<file path="src/include/bridge_cfg_pkg.sv">
// Constants and types shared by the bridge configuration header logic
package bridge_cfg_pkg;
    // Configuration access port widths
    localparam int CFG_DW_W = 6;   // Dword index within 256-byte space
    localparam int CFG_BE_W = 4;   // Byte enables, one per lane
    localparam int CFG_D_W = 32;   // Configuration data width
    localparam int BUS_W = 8;      // Bus number width

    // Byte offsets of the registers in configuration space
    localparam logic [7:0] OFS_CLASS_CODE = 8'h09;
    localparam logic [7:0] OFS_CACHE_LINE = 8'h0c;
    localparam logic [7:0] OFS_PRI_LAT = 8'h0d;
    localparam logic [7:0] OFS_HDR_TYPE = 8'h0e;
    localparam logic [7:0] OFS_SELF_TEST = 8'h0f;
    localparam logic [7:0] OFS_BASE_ADDR0 = 8'h10;
    localparam logic [7:0] OFS_BASE_ADDR1 = 8'h14;
    localparam logic [7:0] OFS_PRI_BUS = 8'h18;
    localparam logic [7:0] OFS_SEC_BUS = 8'h19;
    localparam logic [7:0] OFS_SUB_BUS = 8'h1a;
    localparam logic [7:0] OFS_DECODE_CTL = 8'h57;

    // Field positions and reset values
    localparam int DECODE_SUBTR_BIT = 0;  // Bit 0 of decode control
    localparam logic [15:0] CLASS_BASE_SUB = 16'h0604;
    localparam logic [23:0] CLASS_RESET = 24'h060401;
    localparam logic [7:0] HDR_TYPE_VAL = 8'h01;
    localparam logic [7:0] SELF_TEST_VAL = 8'h00;
    localparam logic [31:0] BASE_ADDR_VAL = 32'h0000_0000;
    localparam logic [7:0] CACHE_LINE_RESET = 8'h00;
    localparam logic [7:0] PRI_LAT_RESET = 8'h00;
    localparam logic [7:0] BUS_NUM_RESET = 8'h00;
    localparam logic DECODE_RESET = 1'b1;  // Subtractive after reset
    localparam logic [31:0] UNMAPPED_VAL = 32'h0000_0000;

    // Outcome of a primary type 1 configuration cycle
    typedef enum logic [1:0] {
        FWD_NONE = 2'b00,   // Not claimed
        FWD_TYPE0 = 2'b01,  // Converted to type 0 on secondary
        FWD_TYPE1 = 2'b10   // Passed on unchanged as type 1
    } fwd_kind_t;

    // True when an access hits the byte at the given offset
    function automatic logic lane_hit(input logic [5:0] dw,
                                      input logic [3:0] be,
                                      input logic [7:0] ofs);
        lane_hit = (dw == ofs[7:2]) && be[ofs[1:0]];
    endfunction

    // Pick the byte lane of a data word that holds the given offset
    function automatic logic [7:0] lane_byte(input logic [31:0] data,
                                             input logic [7:0] ofs);
        lane_byte = data[{ofs[1:0], 3'b000} +: 8];
    endfunction
endpackage

</file>
<file path="src/core/primary_latency_counter.sv">
// Primary latency timer count for bridge-initiated primary transactions
`timescale 1ns/100ps
module primary_latency_counter #(
    parameter int CNT_W = 8  // Width of timer value and count
) (
    input wire logic i_mclk,
    input wire logic i_rst,
    input wire logic i_frame_start,     // Bridge asserts frame as master
    input wire logic i_txn_active,      // Own primary transaction live
    input wire logic [CNT_W-1:0] i_limit, // Programmed timer value
    output logic o_expired               // Timer ran out, level
);
    import bridge_cfg_pkg::*;

    logic [CNT_W-1:0] count;  // Clocks since frame was asserted
    logic running;            // Count is live for this transaction

    // Count from zero at frame assertion, stop once limit is reached
    always_ff @(posedge i_mclk or posedge i_rst) begin
        if (i_rst) begin
            count <= '0;
            running <= 1'b0;
        end else if (i_frame_start) begin
            count <= '0;
            running <= 1'b1;
        end else if (!i_txn_active) begin
            running <= 1'b0;  // Transaction ended, nothing to time
        end else if (running && count != i_limit) begin
            count <= count + 1'b1;
        end
    end

    // Expiry flag; the master drops frame when it sees it
    // Held until the transaction ends so the master cannot miss it
    always_ff @(posedge i_mclk or posedge i_rst) begin
        if (i_rst) begin
            o_expired <= 1'b0;
        end else if (i_frame_start || !i_txn_active) begin
            o_expired <= 1'b0;
        end else if (running && count == i_limit) begin
            o_expired <= 1'b1;
        end
    end
endmodule

</file>
<file path="src/core/bridge_config_header_regs.sv">
// Configuration header registers 09h..1Ah of the bridge
//
// How it works
// - Class code reads 0604h plus interface byte
// - Class bit 0 mirrors decode control bit
// - Decode control bit resets to subtractive
// - Writing zero selects positive primary decode
// - Cache line size register, read/write, reset 00h
// - Latency timer counts from zero at frame
// - Expired timer ends transaction at frame release
// - Header type always reads 01h
// - Self-test register reads 00h, no self-test
// - Base address 0 reads zero, read-only
// - Base address 1 reads zero, read-only
// - Primary bus number register, read/write
// - Secondary bus cycles become type 0
// - Subordinate bus number register, read/write
// - Deeper subordinate cycles stay type 1
`timescale 1ns/100ps
module bridge_config_header_regs (
    input wire logic i_mclk,
    input wire logic i_rst,
    // Configuration cycle access from the primary bus
    input wire logic i_cfg_wr,  // Write request, one cycle
    input wire logic i_cfg_rd,  // Read request, one cycle
    input wire logic [bridge_cfg_pkg::CFG_DW_W-1:0] i_cfg_dw,
    input wire logic [bridge_cfg_pkg::CFG_BE_W-1:0] i_cfg_be,
    input wire logic [bridge_cfg_pkg::CFG_D_W-1:0] i_cfg_wdata,
    output logic [bridge_cfg_pkg::CFG_D_W-1:0] o_cfg_rdata,
    output logic o_cfg_ack,  // Access completed, one cycle
    // Primary master side of the latency timer
    input wire logic i_frame_start,  // Bridge asserts frame
    input wire logic i_txn_active,   // Own primary transaction live
    output logic o_lat_expired,      // Drop frame when set
    // Primary type 1 configuration cycle decode
    input wire logic i_t1_valid,     // Type 1 cycle seen, one cycle
    input wire logic [bridge_cfg_pkg::BUS_W-1:0] i_t1_bus,
    output bridge_cfg_pkg::fwd_kind_t o_fwd_kind,
    output logic o_fwd_done,         // Decision ready, one cycle
    // Settings used by the rest of the bridge
    output logic o_subtractive,      // Primary subtractive decode
    output logic [7:0] o_cache_line_size,
    output logic [bridge_cfg_pkg::BUS_W-1:0] o_pri_bus,
    output logic [bridge_cfg_pkg::BUS_W-1:0] o_sec_bus,
    output logic [bridge_cfg_pkg::BUS_W-1:0] o_sub_bus
);
    import bridge_cfg_pkg::*;

    logic [7:0] pri_lat;     // Primary latency timer value
    logic decode_subtr;      // Decode control bit 0
    logic [23:0] class_code; // Class code as read back
    logic [31:0] next_rdata; // Read data for the addressed dword
    logic wr_cls;            // Write hits cache line size
    logic wr_lat;            // Write hits latency timer
    logic wr_pri;            // Write hits primary bus number
    logic wr_sec;            // Write hits secondary bus number
    logic wr_sub;            // Write hits subordinate bus number
    logic wr_dec;            // Write hits decode control

    // Lane decode of writes; read-only lanes have no decode at all
    always_comb begin
        wr_cls = i_cfg_wr && lane_hit(i_cfg_dw, i_cfg_be, OFS_CACHE_LINE);
        wr_lat = i_cfg_wr && lane_hit(i_cfg_dw, i_cfg_be, OFS_PRI_LAT);
        wr_pri = i_cfg_wr && lane_hit(i_cfg_dw, i_cfg_be, OFS_PRI_BUS);
        wr_sec = i_cfg_wr && lane_hit(i_cfg_dw, i_cfg_be, OFS_SEC_BUS);
        wr_sub = i_cfg_wr && lane_hit(i_cfg_dw, i_cfg_be, OFS_SUB_BUS);
        wr_dec = i_cfg_wr &&
            lane_hit(i_cfg_dw, i_cfg_be, OFS_DECODE_CTL);
    end

    // Class code: fixed upper bytes, bit 0 follows decode control
    // No write path exists, so the alias cannot drift from its source
    always_comb begin
        class_code = {CLASS_RESET[23:1], decode_subtr};
    end

    // Decode control bit: subtractive after reset
    always_ff @(posedge i_mclk or posedge i_rst) begin
        if (i_rst) begin
            decode_subtr <= DECODE_RESET;
        end else if (wr_dec) begin
            // Zero here switches to positive decode
            decode_subtr <= i_cfg_wdata[24 + DECODE_SUBTR_BIT];
        end
    end

    // Primary decode mode seen by the target logic
    always_ff @(posedge i_mclk or posedge i_rst) begin
        if (i_rst) begin
            o_subtractive <= DECODE_RESET;
        end else if (wr_dec) begin
            o_subtractive <= i_cfg_wdata[24 + DECODE_SUBTR_BIT];
        end
    end

    // Cache line size for read line and read multiple
    always_ff @(posedge i_mclk or posedge i_rst) begin
        if (i_rst) begin
            o_cache_line_size <= CACHE_LINE_RESET;
        end else if (wr_cls) begin
            o_cache_line_size <= lane_byte(i_cfg_wdata,
                OFS_CACHE_LINE);
        end
    end

    // Primary latency timer value
    always_ff @(posedge i_mclk or posedge i_rst) begin
        if (i_rst) begin
            pri_lat <= PRI_LAT_RESET;
        end else if (wr_lat) begin
            pri_lat <= lane_byte(i_cfg_wdata, OFS_PRI_LAT);
        end
    end

    // Bus numbers; each lane is written on its own byte enable
    always_ff @(posedge i_mclk or posedge i_rst) begin
        if (i_rst) begin
            o_pri_bus <= BUS_NUM_RESET;
            o_sec_bus <= BUS_NUM_RESET;
            o_sub_bus <= BUS_NUM_RESET;
        end else begin
            if (wr_pri) begin
                o_pri_bus <= lane_byte(i_cfg_wdata, OFS_PRI_BUS);
            end
            if (wr_sec) begin
                o_sec_bus <= lane_byte(i_cfg_wdata, OFS_SEC_BUS);
            end
            if (wr_sub) begin
                o_sub_bus <= lane_byte(i_cfg_wdata, OFS_SUB_BUS);
            end
        end
    end

    // Read mux; the whole dword returns, lanes are picked by the master
    always_comb begin
        next_rdata = UNMAPPED_VAL;  // Unmapped dwords read zero
        if (i_cfg_dw == OFS_CLASS_CODE[7:2]) begin
            // Revision byte lies outside this block and reads zero
            next_rdata = {class_code, 8'h00};
        end else if (i_cfg_dw == OFS_CACHE_LINE[7:2]) begin
            next_rdata = {SELF_TEST_VAL, HDR_TYPE_VAL, pri_lat,
                o_cache_line_size};
        end else if (i_cfg_dw == OFS_BASE_ADDR0[7:2]) begin
            next_rdata = BASE_ADDR_VAL;
        end else if (i_cfg_dw == OFS_BASE_ADDR1[7:2]) begin
            next_rdata = BASE_ADDR_VAL;
        end else if (i_cfg_dw == OFS_PRI_BUS[7:2]) begin
            // Secondary latency byte belongs elsewhere, reads zero
            next_rdata = {8'h00, o_sub_bus, o_sec_bus, o_pri_bus};
        end else if (i_cfg_dw == OFS_DECODE_CTL[7:2]) begin
            next_rdata = {7'h00, decode_subtr, 24'h00_0000};
        end
    end

    // Answer every access one cycle later, writes included
    // Read-only lanes take writes silently and still acknowledge
    always_ff @(posedge i_mclk or posedge i_rst) begin
        if (i_rst) begin
            o_cfg_ack <= 1'b0;
            o_cfg_rdata <= UNMAPPED_VAL;
        end else begin
            o_cfg_ack <= i_cfg_wr || i_cfg_rd;
            if (i_cfg_rd) begin
                o_cfg_rdata <= next_rdata;
            end
        end
    end

    // Type 1 forwarding decision against the bus number window
    // Equal secondary and subordinate leaves a one-bus window
    always_ff @(posedge i_mclk or posedge i_rst) begin
        if (i_rst) begin
            o_fwd_kind <= FWD_NONE;
            o_fwd_done <= 1'b0;
        end else begin
            o_fwd_done <= i_t1_valid;
            if (i_t1_valid) begin
                if (i_t1_bus == o_sec_bus) begin
                    o_fwd_kind <= FWD_TYPE0;
                end else if (i_t1_bus > o_sec_bus &&
                             i_t1_bus <= o_sub_bus) begin
                    o_fwd_kind <= FWD_TYPE1;
                end else begin
                    o_fwd_kind <= FWD_NONE;
                end
            end
        end
    end

    // Latency timer for transactions the bridge starts on primary
    primary_latency_counter #(
        .CNT_W(8)
    ) u_lat (
        .i_mclk(i_mclk),
        .i_rst(i_rst),
        .i_frame_start(i_frame_start),
        .i_txn_active(i_txn_active),
        .i_limit(pri_lat),
        .o_expired(o_lat_expired)
    );
endmodule

</file>
<file path="config.mk">
export PLATFORM = sky130hd
export DESIGN_NAME = bridge_config_header_regs
export DESIGN_NICKNAME = d
export VERILOG_FILES = /design/src/include/bridge_cfg_pkg.sv /design/src/core/primary_latency_counter.sv /design/src/core/bridge_config_header_regs.sv
export SDC_FILE = /design/constraint.sdc
export NUM_CORES = 1
export LEC_CHECK = 0
export BUFFER_PORTS_ARGS = -buffer_cell sky130_fd_sc_hd__buf_4
export CAP_MARGIN = 10
export CORE_MARGIN = 2
export CORE_UTILIZATION = 51
export DETAILED_ROUTE_END_ITERATION = 6
export PLACE_DENSITY = 0.8
export REMOVE_ABC_BUFFERS = 1
export SLEW_MARGIN = 20
export SYNTH_ARGS = -nofsm -noshare
export SYNTH_HDL_FRONTEND = slang
export SYNTH_SLANG_ARGS = --single-unit
</file>
<file path="constraint.sdc">
create_clock -name i_mclk -period 2.7 [get_ports i_mclk]
set_input_delay 0.135 -clock i_mclk [delete_from_list [all_inputs] [get_ports i_mclk]]
set_output_delay 0.135 -clock i_mclk [all_outputs]
set_load 0.01 [all_outputs]
</file>
==> results of run 1 <==
==> report_power, final <==
| group | switching (uW) | internal, uW | total, uW |
|---|---|---|---|
| sequential | 73.4 | 1290 | 1370 |
| combinational | 224 | 235 | 459 |
| clock | 410 | 470 | 881 |
| total | 707 | 2000 | 2710 |
==> registers in the layout (all words and copies together), names as in the netlist <==
signal / count
o_cfg_rdata: 26
o_cache_line_size: 8
o_pri_bus: 8
o_sec_bus: 8
o_sub_bus: 8
pri_lat: 8
u_lat.count: 8
o_fwd_kind: 2
o_cfg_ack: 1
o_fwd_done: 1
o_subtractive: 1
u_lat.o_expired: 1
u_lat.running: 1
==> cells by family (layout without fill, tap and decap cells) <==
logic type      Yosys count  after routing
mux                      44             44
compound gates           63             63
xor+xnor                 15             15
other cells               1              5
buf+inv                  45            161
flops                    81             81
fa+ha+maj                17             17
simple gates             73             73
==> final timing paths <==
path / startpoint / endpoint / depth (start not counted)
setup / recovery: u_lat.count[4] / u_lat.count[1] / 5
hold / removal: i_frame_start / u_lat.count[5] / 2
setup reg to reg: u_lat.count[4] / u_lat.count[1] / 5
hold reg to reg: o_fwd_kind[0] / o_fwd_kind[0] / 1
max in group asynchronous: i_rst / o_cfg_rdata[23] / 4
min in group asynchronous: i_rst / u_lat.o_expired / 3
==> metal layers <==
layer,vias up,wire [um]
li1,1417,-
met1,1417,3690
met2,107,4120
met3,11,667
met4,0,155
met5,-,0
==> layout by cell type, fill, tap and decap left out, drive strengths merged, types with 5 or more instances in the layout <==
cell | synthesis | routed
buf | 13 | 119
dfrtp | 80 | 80
mux2 | 43 | 43
nor2 | 29 | 29
a21oi | 28 | 28
inv | 25 | 24
ha | 17 | 17
a22oi | 15 | 15
nand3 | 14 | 14
clkbuf | 7 | 12
o21ai | 9 | 9
xor2 | 8 | 8
nand2 | 8 | 8
xnor2 | 7 | 7
nand4 | 5 | 5
conb | 1 | 5
==> worst max-delay path: stages, from the launching register on <==
cell,delay [ps]
dfrtp_1,420
xor2_1,180
nor4_2,730
a21oi_1,240
mux2i_1,200
nor2_1,60
==> through the flow <==
stage | total power [uW] | setup slack, ps | cell area (um2)
floorplan | 1600 | 487 | 3770
global placement | 1830 | 799 | 4780
finish | 2710 | 749 | 5000
global route | 2840 | 574 | 5000
CTS | 2730 | 767 | 5000
detailed placement | 1850 | 705 | 4780
==> area by class of cell <==
type                    count  area, um2
fillers                   572       2290
inverters                  25       95.1
repair buffers            121        913
clock buffers              12        155
flip-flops and latches     81       2030
well taps                  99        124
clock inverters             3       40.0
multi-input cells         217       1640
==> what timing repair did <==
| action | in CTS | in global routing |
|---|---|---|
| setup buffers | 0 | 0 |
| hold buffers | 2 | 0 |
| endpoints found under the hold margin | 52 | 0 |
==> impl_metrics.yaml, run 1 <==
timing:
  skew_ps: 9.28
  hold_slack_ps: 17.8
  setup_tns_ps: 0
  rsz0062_at_grt: "no"
  max_freq_mhz: 513
  maxSlewHeadroom_pct: 40.6
  setup_violations: 0
  finalCritPeriodShare_pct: 72.2
  period_minus_slack_ps: 1950
  maxSlewViolCount: 0
  worst_slew_pin_slew_ps: 890
  hold_viol: 0
floorplanning:
  die_x_um: 91.0
  coreArea_um2: 7290
  fp.dieH_um: 91.0
  io_pins: 127
  die_area_um2: 8290
  core.rowCount: 31
  initial_core_util_pct: 53.0
critical_path:
  critical_path_class: "register to register"
  arrival_ps: 2180
  worst_setup_path_end_kind: "register"
  rrSetupSlack_ps: 750
  crit_fanout: 8
  startpoint_type: "register"
  crit_required_ps: 2930
status:
  status: "finished clean"
yosys:
  synth_top_family_by_area: "multiplexers"
  synth_simple_gate_area_share_pct: 10.2
  synth_seq_cells: 81
  ys_seq_area_share_pct: 52.5
  yosys_warnings: 0
  synth_mux_area_share_pct: 12.8
  synth_top_area_share_pct: 51.8
  avgSynthCellArea_um2: 11.4
  synth_commonest_cells: "dfrtp_1, mux2_2, nor2_1, a21oi_1, inv_1"
  synth_edf_count: 0
  yosysUniqueCellTypes: 40
  synth_area_leaders: "dfrtp_1, mux2_2, ha_1"
  synth_cells: 339
  synth_top_area_cell: "dfrtp_1"
  synthXorXnorAreaFrac_pct: 3.40
  synth_most_common_cell: "dfrtp_1"
  synth_adder_area_share_pct: 5.51
  synthFlopType: "dfrtp_1"
  synth_area_um2: 3860
  synth_compound_area_share_pct: 10.2
  async_flop_share_pct: 100
pwr:
  peakVddDrop_mv: 0.313
  p_per_area_nw_per_um2: 541
  p_leak_uw: 0.00248
route:
  num_vias: 2952
  drcViolationCount: 0
  drt-wirelength-per-cell_um: 15.5
  drt_iter0_drc: 134
  ant_nets: 0
  firstDrtPassIters: 5
  wirelength_um: 8630
  vias_per_cell: 5.29
cts:
  clock_sinks: 81
  ctsResizeCount: 0
  cts_buffers: 9
  cts_root_buf: "clkbuf_8"
  htreeDepth: 3
  clkLatencyLatePin_ps: 340
  clk_pin_slew_ps: 80
  cts_tree: "done"
  clockBufferDepth: 2
place:
  numPortBuffers: 114
  numPlacedInstances: 541
  post-dp-hpwl_um: 6310
  routabilityCongestion: 0.816
cells_and_area:
  final_core_util_pct: 68.6
  area_growth_pct: 29.4
  final_nets: 529
  n_antenna_cell: 0
  drive_gt1_share_pct: 40.3
  fin_cells: 558
global_route:
  grt_use_met1_pct: 28.2
  grt_pass1_wl_um: 14300
  antenna_found_initial: 0
  grt_usage_pct: 21.6
  grt_busiest_layer: "met2"
  use_met2_pct: 34.0
  overflow: 0
  gr-usage-met3_pct: 6.31
  grt_start_max_net_pins: 54
  grt_pass1_vias: 2931
flow_run:
  cap_viol_max_count: 0
worst_hold_path:
  holdCritPathClass: "input pin to register"
No activity file was read; power rests on OpenSTA's default activity.
==> run 2: changes to the inputs <==
clock period = 1.8 ns   (was 2.7 ns; I/O delays follow)
==> impl_metrics.yaml, run 2 (synthesis results as in run 1) <==
critical_path:
  cp_cell_sequence: "xor2_1 -> nor4_2 -> buf_4 -> a2111oi_1 -> xnor2_1 -> nor2_1"
  cp-startpoint: "u_lat.count[0]"
  cp_slowest_cell: "a2111oi_1"
  cp-endpoint: "u_lat.count[6]"
  r2r_end: "u_lat.count[6]"
  startpoint_type: "register"
  critical_path_class: "register to register"
  ff2ff_path_depth: 6
  worst_setup_path_end_kind: "register"
  crit_fanout: 8
  r2r-start: "u_lat.count[0]"
  crit_required_ps: 2040
  cpPeakStageDelay_ps: 510
  rrSetupSlack_ps: 40
  arrival_ps: 2000
pwr:
  clkPwrFrac_pct: 32.6
  p_int_uw: 3070
  seq_power_share_pct: 48.8
  p_per_area_nw_per_um2: 783
  p_leak_uw: 0.00263
  pwr-share-comb_pct: 18.5
  p_sw_uw: 1130
  power.total_uw: 4200
  peakVddDrop_mv: 0.452
  switching_share_pct: 26.8
place:
  place_area_um2: 4840
  numPlacedInstances: 544
  routabilityCongestion: 0.837
  post-dp-hpwl_um: 6560
  numPortBuffers: 114
route:
  wirelength_um: 9610
  num_vias: 3177
  drcViolationCount: 0
  drt_iter0_drc: 193
  ant_nets: 0
  firstDrtPassIters: 4
  vias_per_cell: 5.38
  drt-wirelength-per-cell_um: 16.3
cts:
  clk_pin_slew_ps: 80
  htreeDepth: 3
  clockBufferDepth: 2
  clkLatencyLatePin_ps: 350
  cts_buffers: 9
  clock_sinks: 81
  cts_root_buf: "clkbuf_8"
  cts_tree: "done"
floorplanning:
  fp.dieH_um: 91.0
  initial_core_util_pct: 53.0
  die_x_um: 91.0
  die_area_um2: 8290
  core.rowCount: 31
  io_pins: 127
  coreArea_um2: 7290
cells_and_area:
  largest_reg_flops: 26
  final_area_um2: 5360
  fin_cells: 591
  final_nets: 561
  area_growth_pct: 38.8
  drive_gt1_share_pct: 39.0
  final_common_cell: "buf_4"
  final_cell_mix: "buf_4, dfrtp_1, mux2_2"
  final_core_util_pct: 73.5
  n_antenna_cell: 0
  regMostFlops: "o_cfg_rdata"
timing:
  finalCritPeriodShare_pct: 97.9
  hold_viol: 0
  hold_slack_ps: 20.0
  setup_violations: 0
  maxSlewViolCount: 0
  skew_ps: 6.53
  max_freq_mhz: 568
  period_minus_slack_ps: 1760
  rsz0062_at_grt: "no"
global_route:
  grt_pass1_vias: 3327
  overflow: 0
  grt_start_max_net_pins: 82
  grt_usage_pct: 24.3
  grt_pass1_wl_um: 15800
  antenna_found_initial: 0
worst_hold_path:
  holdCritPathClass: "input pin to register"
status:
  status: "finished clean"
flow_run:
  cap_viol_max_count: 0
[run 2: power groups by stage]
stage / logic, uW / clock network (uW) / registers [uW]
after global placement: 690 / 0 / 2080
after detailed placement: 715 / 0 / 2080
final: 779 / 1370 / 2050
after floorplan: 301 / 0 / 2100
after CTS: 770 / 1400 / 2050
after global routing: 855 / 1480 / 2070
[run 2: through the flow]
step | TNS, ps | setup slack [ps]
6_report | 0 | 38.1
3_5_place_dp | 0 | 58.0
3_3_place_gp | 0 | 101
2_1_floorplan | -30950 | -368
5_1_grt | 0 | 3.95
4_1_cts | 0 | 40.0
[run 2: cell type report]
type	instances	area, um2
flip-flops and latches	81	2030
fillers	510	1930
multi-input cells	217	1650
repair buffers	153	1260
clock buffers	12	155
well taps	99	124
inverters	25	95.1
clock inverters	4	51.3
[run 2: critical path: cells and delay by family (launching register included)]
family | cells | cell delay (ps)
XOR/XNOR | 2 | 400
AND/OR/NAND/NOR | 2 | 130
flip-flops | 1 | 450
AO/OA/AOI/OAI | 1 | 510
buffers and inverters | 1 | 160
[run 2: worst min path at each step]
stage / from / to / slack [ps] / cells past startpoint
floorplan: i_t1_valid / o_fwd_done / 120 / 0
global placement: i_rst / o_cfg_rdata[1] / 220 / 3
detailed placement: i_rst / o_cache_line_size[1] / 220 / 3
CTS: i_cfg_wr / o_cfg_ack / 6 / 2
global route: i_cfg_wr / o_cfg_ack / 30 / 2
finish: i_cfg_wr / o_cfg_ack / 20 / 2
[run 2: metal layers]
metal	up-vias	wire (um)	GRT usage (%)
li1	1480	-	-
met1	1544	3980	29.2
met2	130	4680	40.9
met3	23	657	5.81
met4	0	287	11.6
met5	-	0	0
[run 2: what timing repair did]
| item | CTS | global route |
|---|---|---|
| hold endpoints to repair | 133 | 0 |
| buffers inserted | 0 | 2 |
| resized for setup | 0 | 1 |
| setup endpoints to repair | 0 | 1 |
| hold buffers | 29 | 0 |
==> run 3: changes to the inputs <==
RECOVER_POWER = 100   (was unset)
==> impl_metrics.yaml, run 3 (synthesis results as in run 1) <==
global_route:
  antenna_found_initial: 0
  grt_pass1_vias: 3327
  use_met2_pct: 40.9
  grt_start_max_net_pins: 82
  grt_usage_pct: 24.3
  grt_busiest_layer: "met2"
  grt_pass1_wl_um: 15800
  overflow: 0
  grt_use_met1_pct: 29.2
  gr-usage-met3_pct: 5.81
timing:
  rsz0062_at_grt: "no"
  finalCritPeriodShare_pct: 97.6
  worst_slew_pin_slew_ps: 1080
  maxSlewHeadroom_pct: 27.7
  max_freq_mhz: 569
  maxSlewViolCount: 0
  setup_tns_ps: 0
  hold_viol: 0
  setup_violations: 0
  hold_slack_ps: 19.4
  period_minus_slack_ps: 1760
  skew_ps: 6.50
  fin_ws_ps: 43.2
place:
  dpl_worst_slack_ps: 58.0
  routabilityCongestion: 0.837
  post-dp-hpwl_um: 6560
  numPortBuffers: 114
  numPlacedInstances: 544
route:
  drt_iter0_drc: 174
  firstDrtPassIters: 4
  num_vias: 3175
  ant_nets: 0
  vias_per_cell: 5.37
  drt-wirelength-per-cell_um: 16.2
  wirelength_um: 9570
  drcViolationCount: 0
floorplanning:
  fp.dieH_um: 91.0
  io_pins: 127
  die_x_um: 91.0
  coreArea_um2: 7290
  core.rowCount: 31
  die_area_um2: 8290
  initial_core_util_pct: 53.0
critical_path:
  worst_setup_path_end_kind: "register"
  critical_path_class: "register to register"
  crit_required_ps: 2040
  startpoint_type: "register"
  crit_fanout: 8
  cpPeakStageDelay_ps: 510
  cp_cell_sequence: "xor2_1 -> nor4_2 -> buf_4 -> a2111oi_1 -> xnor2_1 -> nor2_1"
  arrival_ps: 2000
  cp_slowest_cell: "a2111oi_1"
  rrSetupSlack_ps: 40
cells_and_area:
  drive_gt1_share_pct: 25.4
  regMostFlops: "o_cfg_rdata"
  final_cell_mix: "dfrtp_1, clkbuf_1, buf_4"
  regArea_um2: 2030
  area_growth_pct: 31.3
  n_antenna_cell: 0
  fin_cells: 591
  multiInputGateArea_um2: 1650
  largest_reg_flops: 26
  final_common_cell: "dfrtp_1"
  final_nets: 561
  fillers: 597
cts:
  clock_sinks: 81
  clk_pin_slew_ps: 80
  clockBufferDepth: 2
  clkLatencyLatePin_ps: 350
  cts_buffers: 9
  htreeDepth: 3
  cts_root_buf: "clkbuf_8"
  cts_tree: "done"
pwr:
  power.total_uw: 4110
  peakVddDrop_mv: 0.436
  p_leak_uw: 0.00234
  p_per_area_nw_per_um2: 811
status:
  status: "finished clean"
flow_run:
  cap_viol_max_count: 0
worst_hold_path:
  holdCritPathClass: "input pin to register"
[run 3: cell types whose count changed in the layout (fill, tap and decap cells not counted), sizes merged]
cell	change
buf	-72
clkbuf	+72
clkinv	-1
clkinvlp	+1
[run 3: timing repair]
item,in CTS,in global routing
hold buffers,29,0
resized for setup,0,1
setup buffers,0,2
endpoints found under the hold margin,133,0
setup endpoints to repair,0,1
[run 3: worst paths after layout]
check	startpoint	endpoint	depth (start not counted)
max	u_lat.count[0]	u_lat.count[6]	6
min	i_cfg_wr	o_cfg_ack	2
max reg2reg	u_lat.count[0]	u_lat.count[6]	6
min reg2reg	o_cfg_rdata[5]	o_cfg_rdata[5]	2
max in group asynchronous	i_rst	o_cfg_rdata[9]	4
min in group asynchronous	i_rst	o_cache_line_size[1]	4
[run 3: layer usage]
layer / up-vias / part of all wire, %
li1: 1476 / -
met1: 1539 / 41
met2: 135 / 48
met3: 25 / 7.1
met4: 0 / 3.1
met5: - / 0
[run 3: cell type report]
class	count	share of cell area (%)
clock buffer	12	3.06
tap	99	2.44
timing repair buffer	153	19.1
inverter	25	1.88
multi-input combinational	217	32.5
sequential	81	40.0
clock inverter	4	1.01
[run 3: critical path, delay by kind of cell, from the launching register on]
family | cells | cell delay [ps]
compound gates | 1 | 510
xor+xnor | 2 | 400
buf+inv | 1 | 160
flops | 1 | 450
simple gates | 2 | 130
[run 3: per-stage QoR]
stage	cell area (um2)	utilization (%)
6_report	5070	69.5
5_1_grt	5070	69.5
4_1_cts	5340	73.2
3_5_place_dp	4840	66.4
3_3_place_gp	4840	66.4
2_1_floorplan	3770	-
[run 3: report_power, final]
group	total (uW)	internal (uW)	switching, uW
clock	1370	718	648
sequential	2050	1940	110
combinational	697	336	361
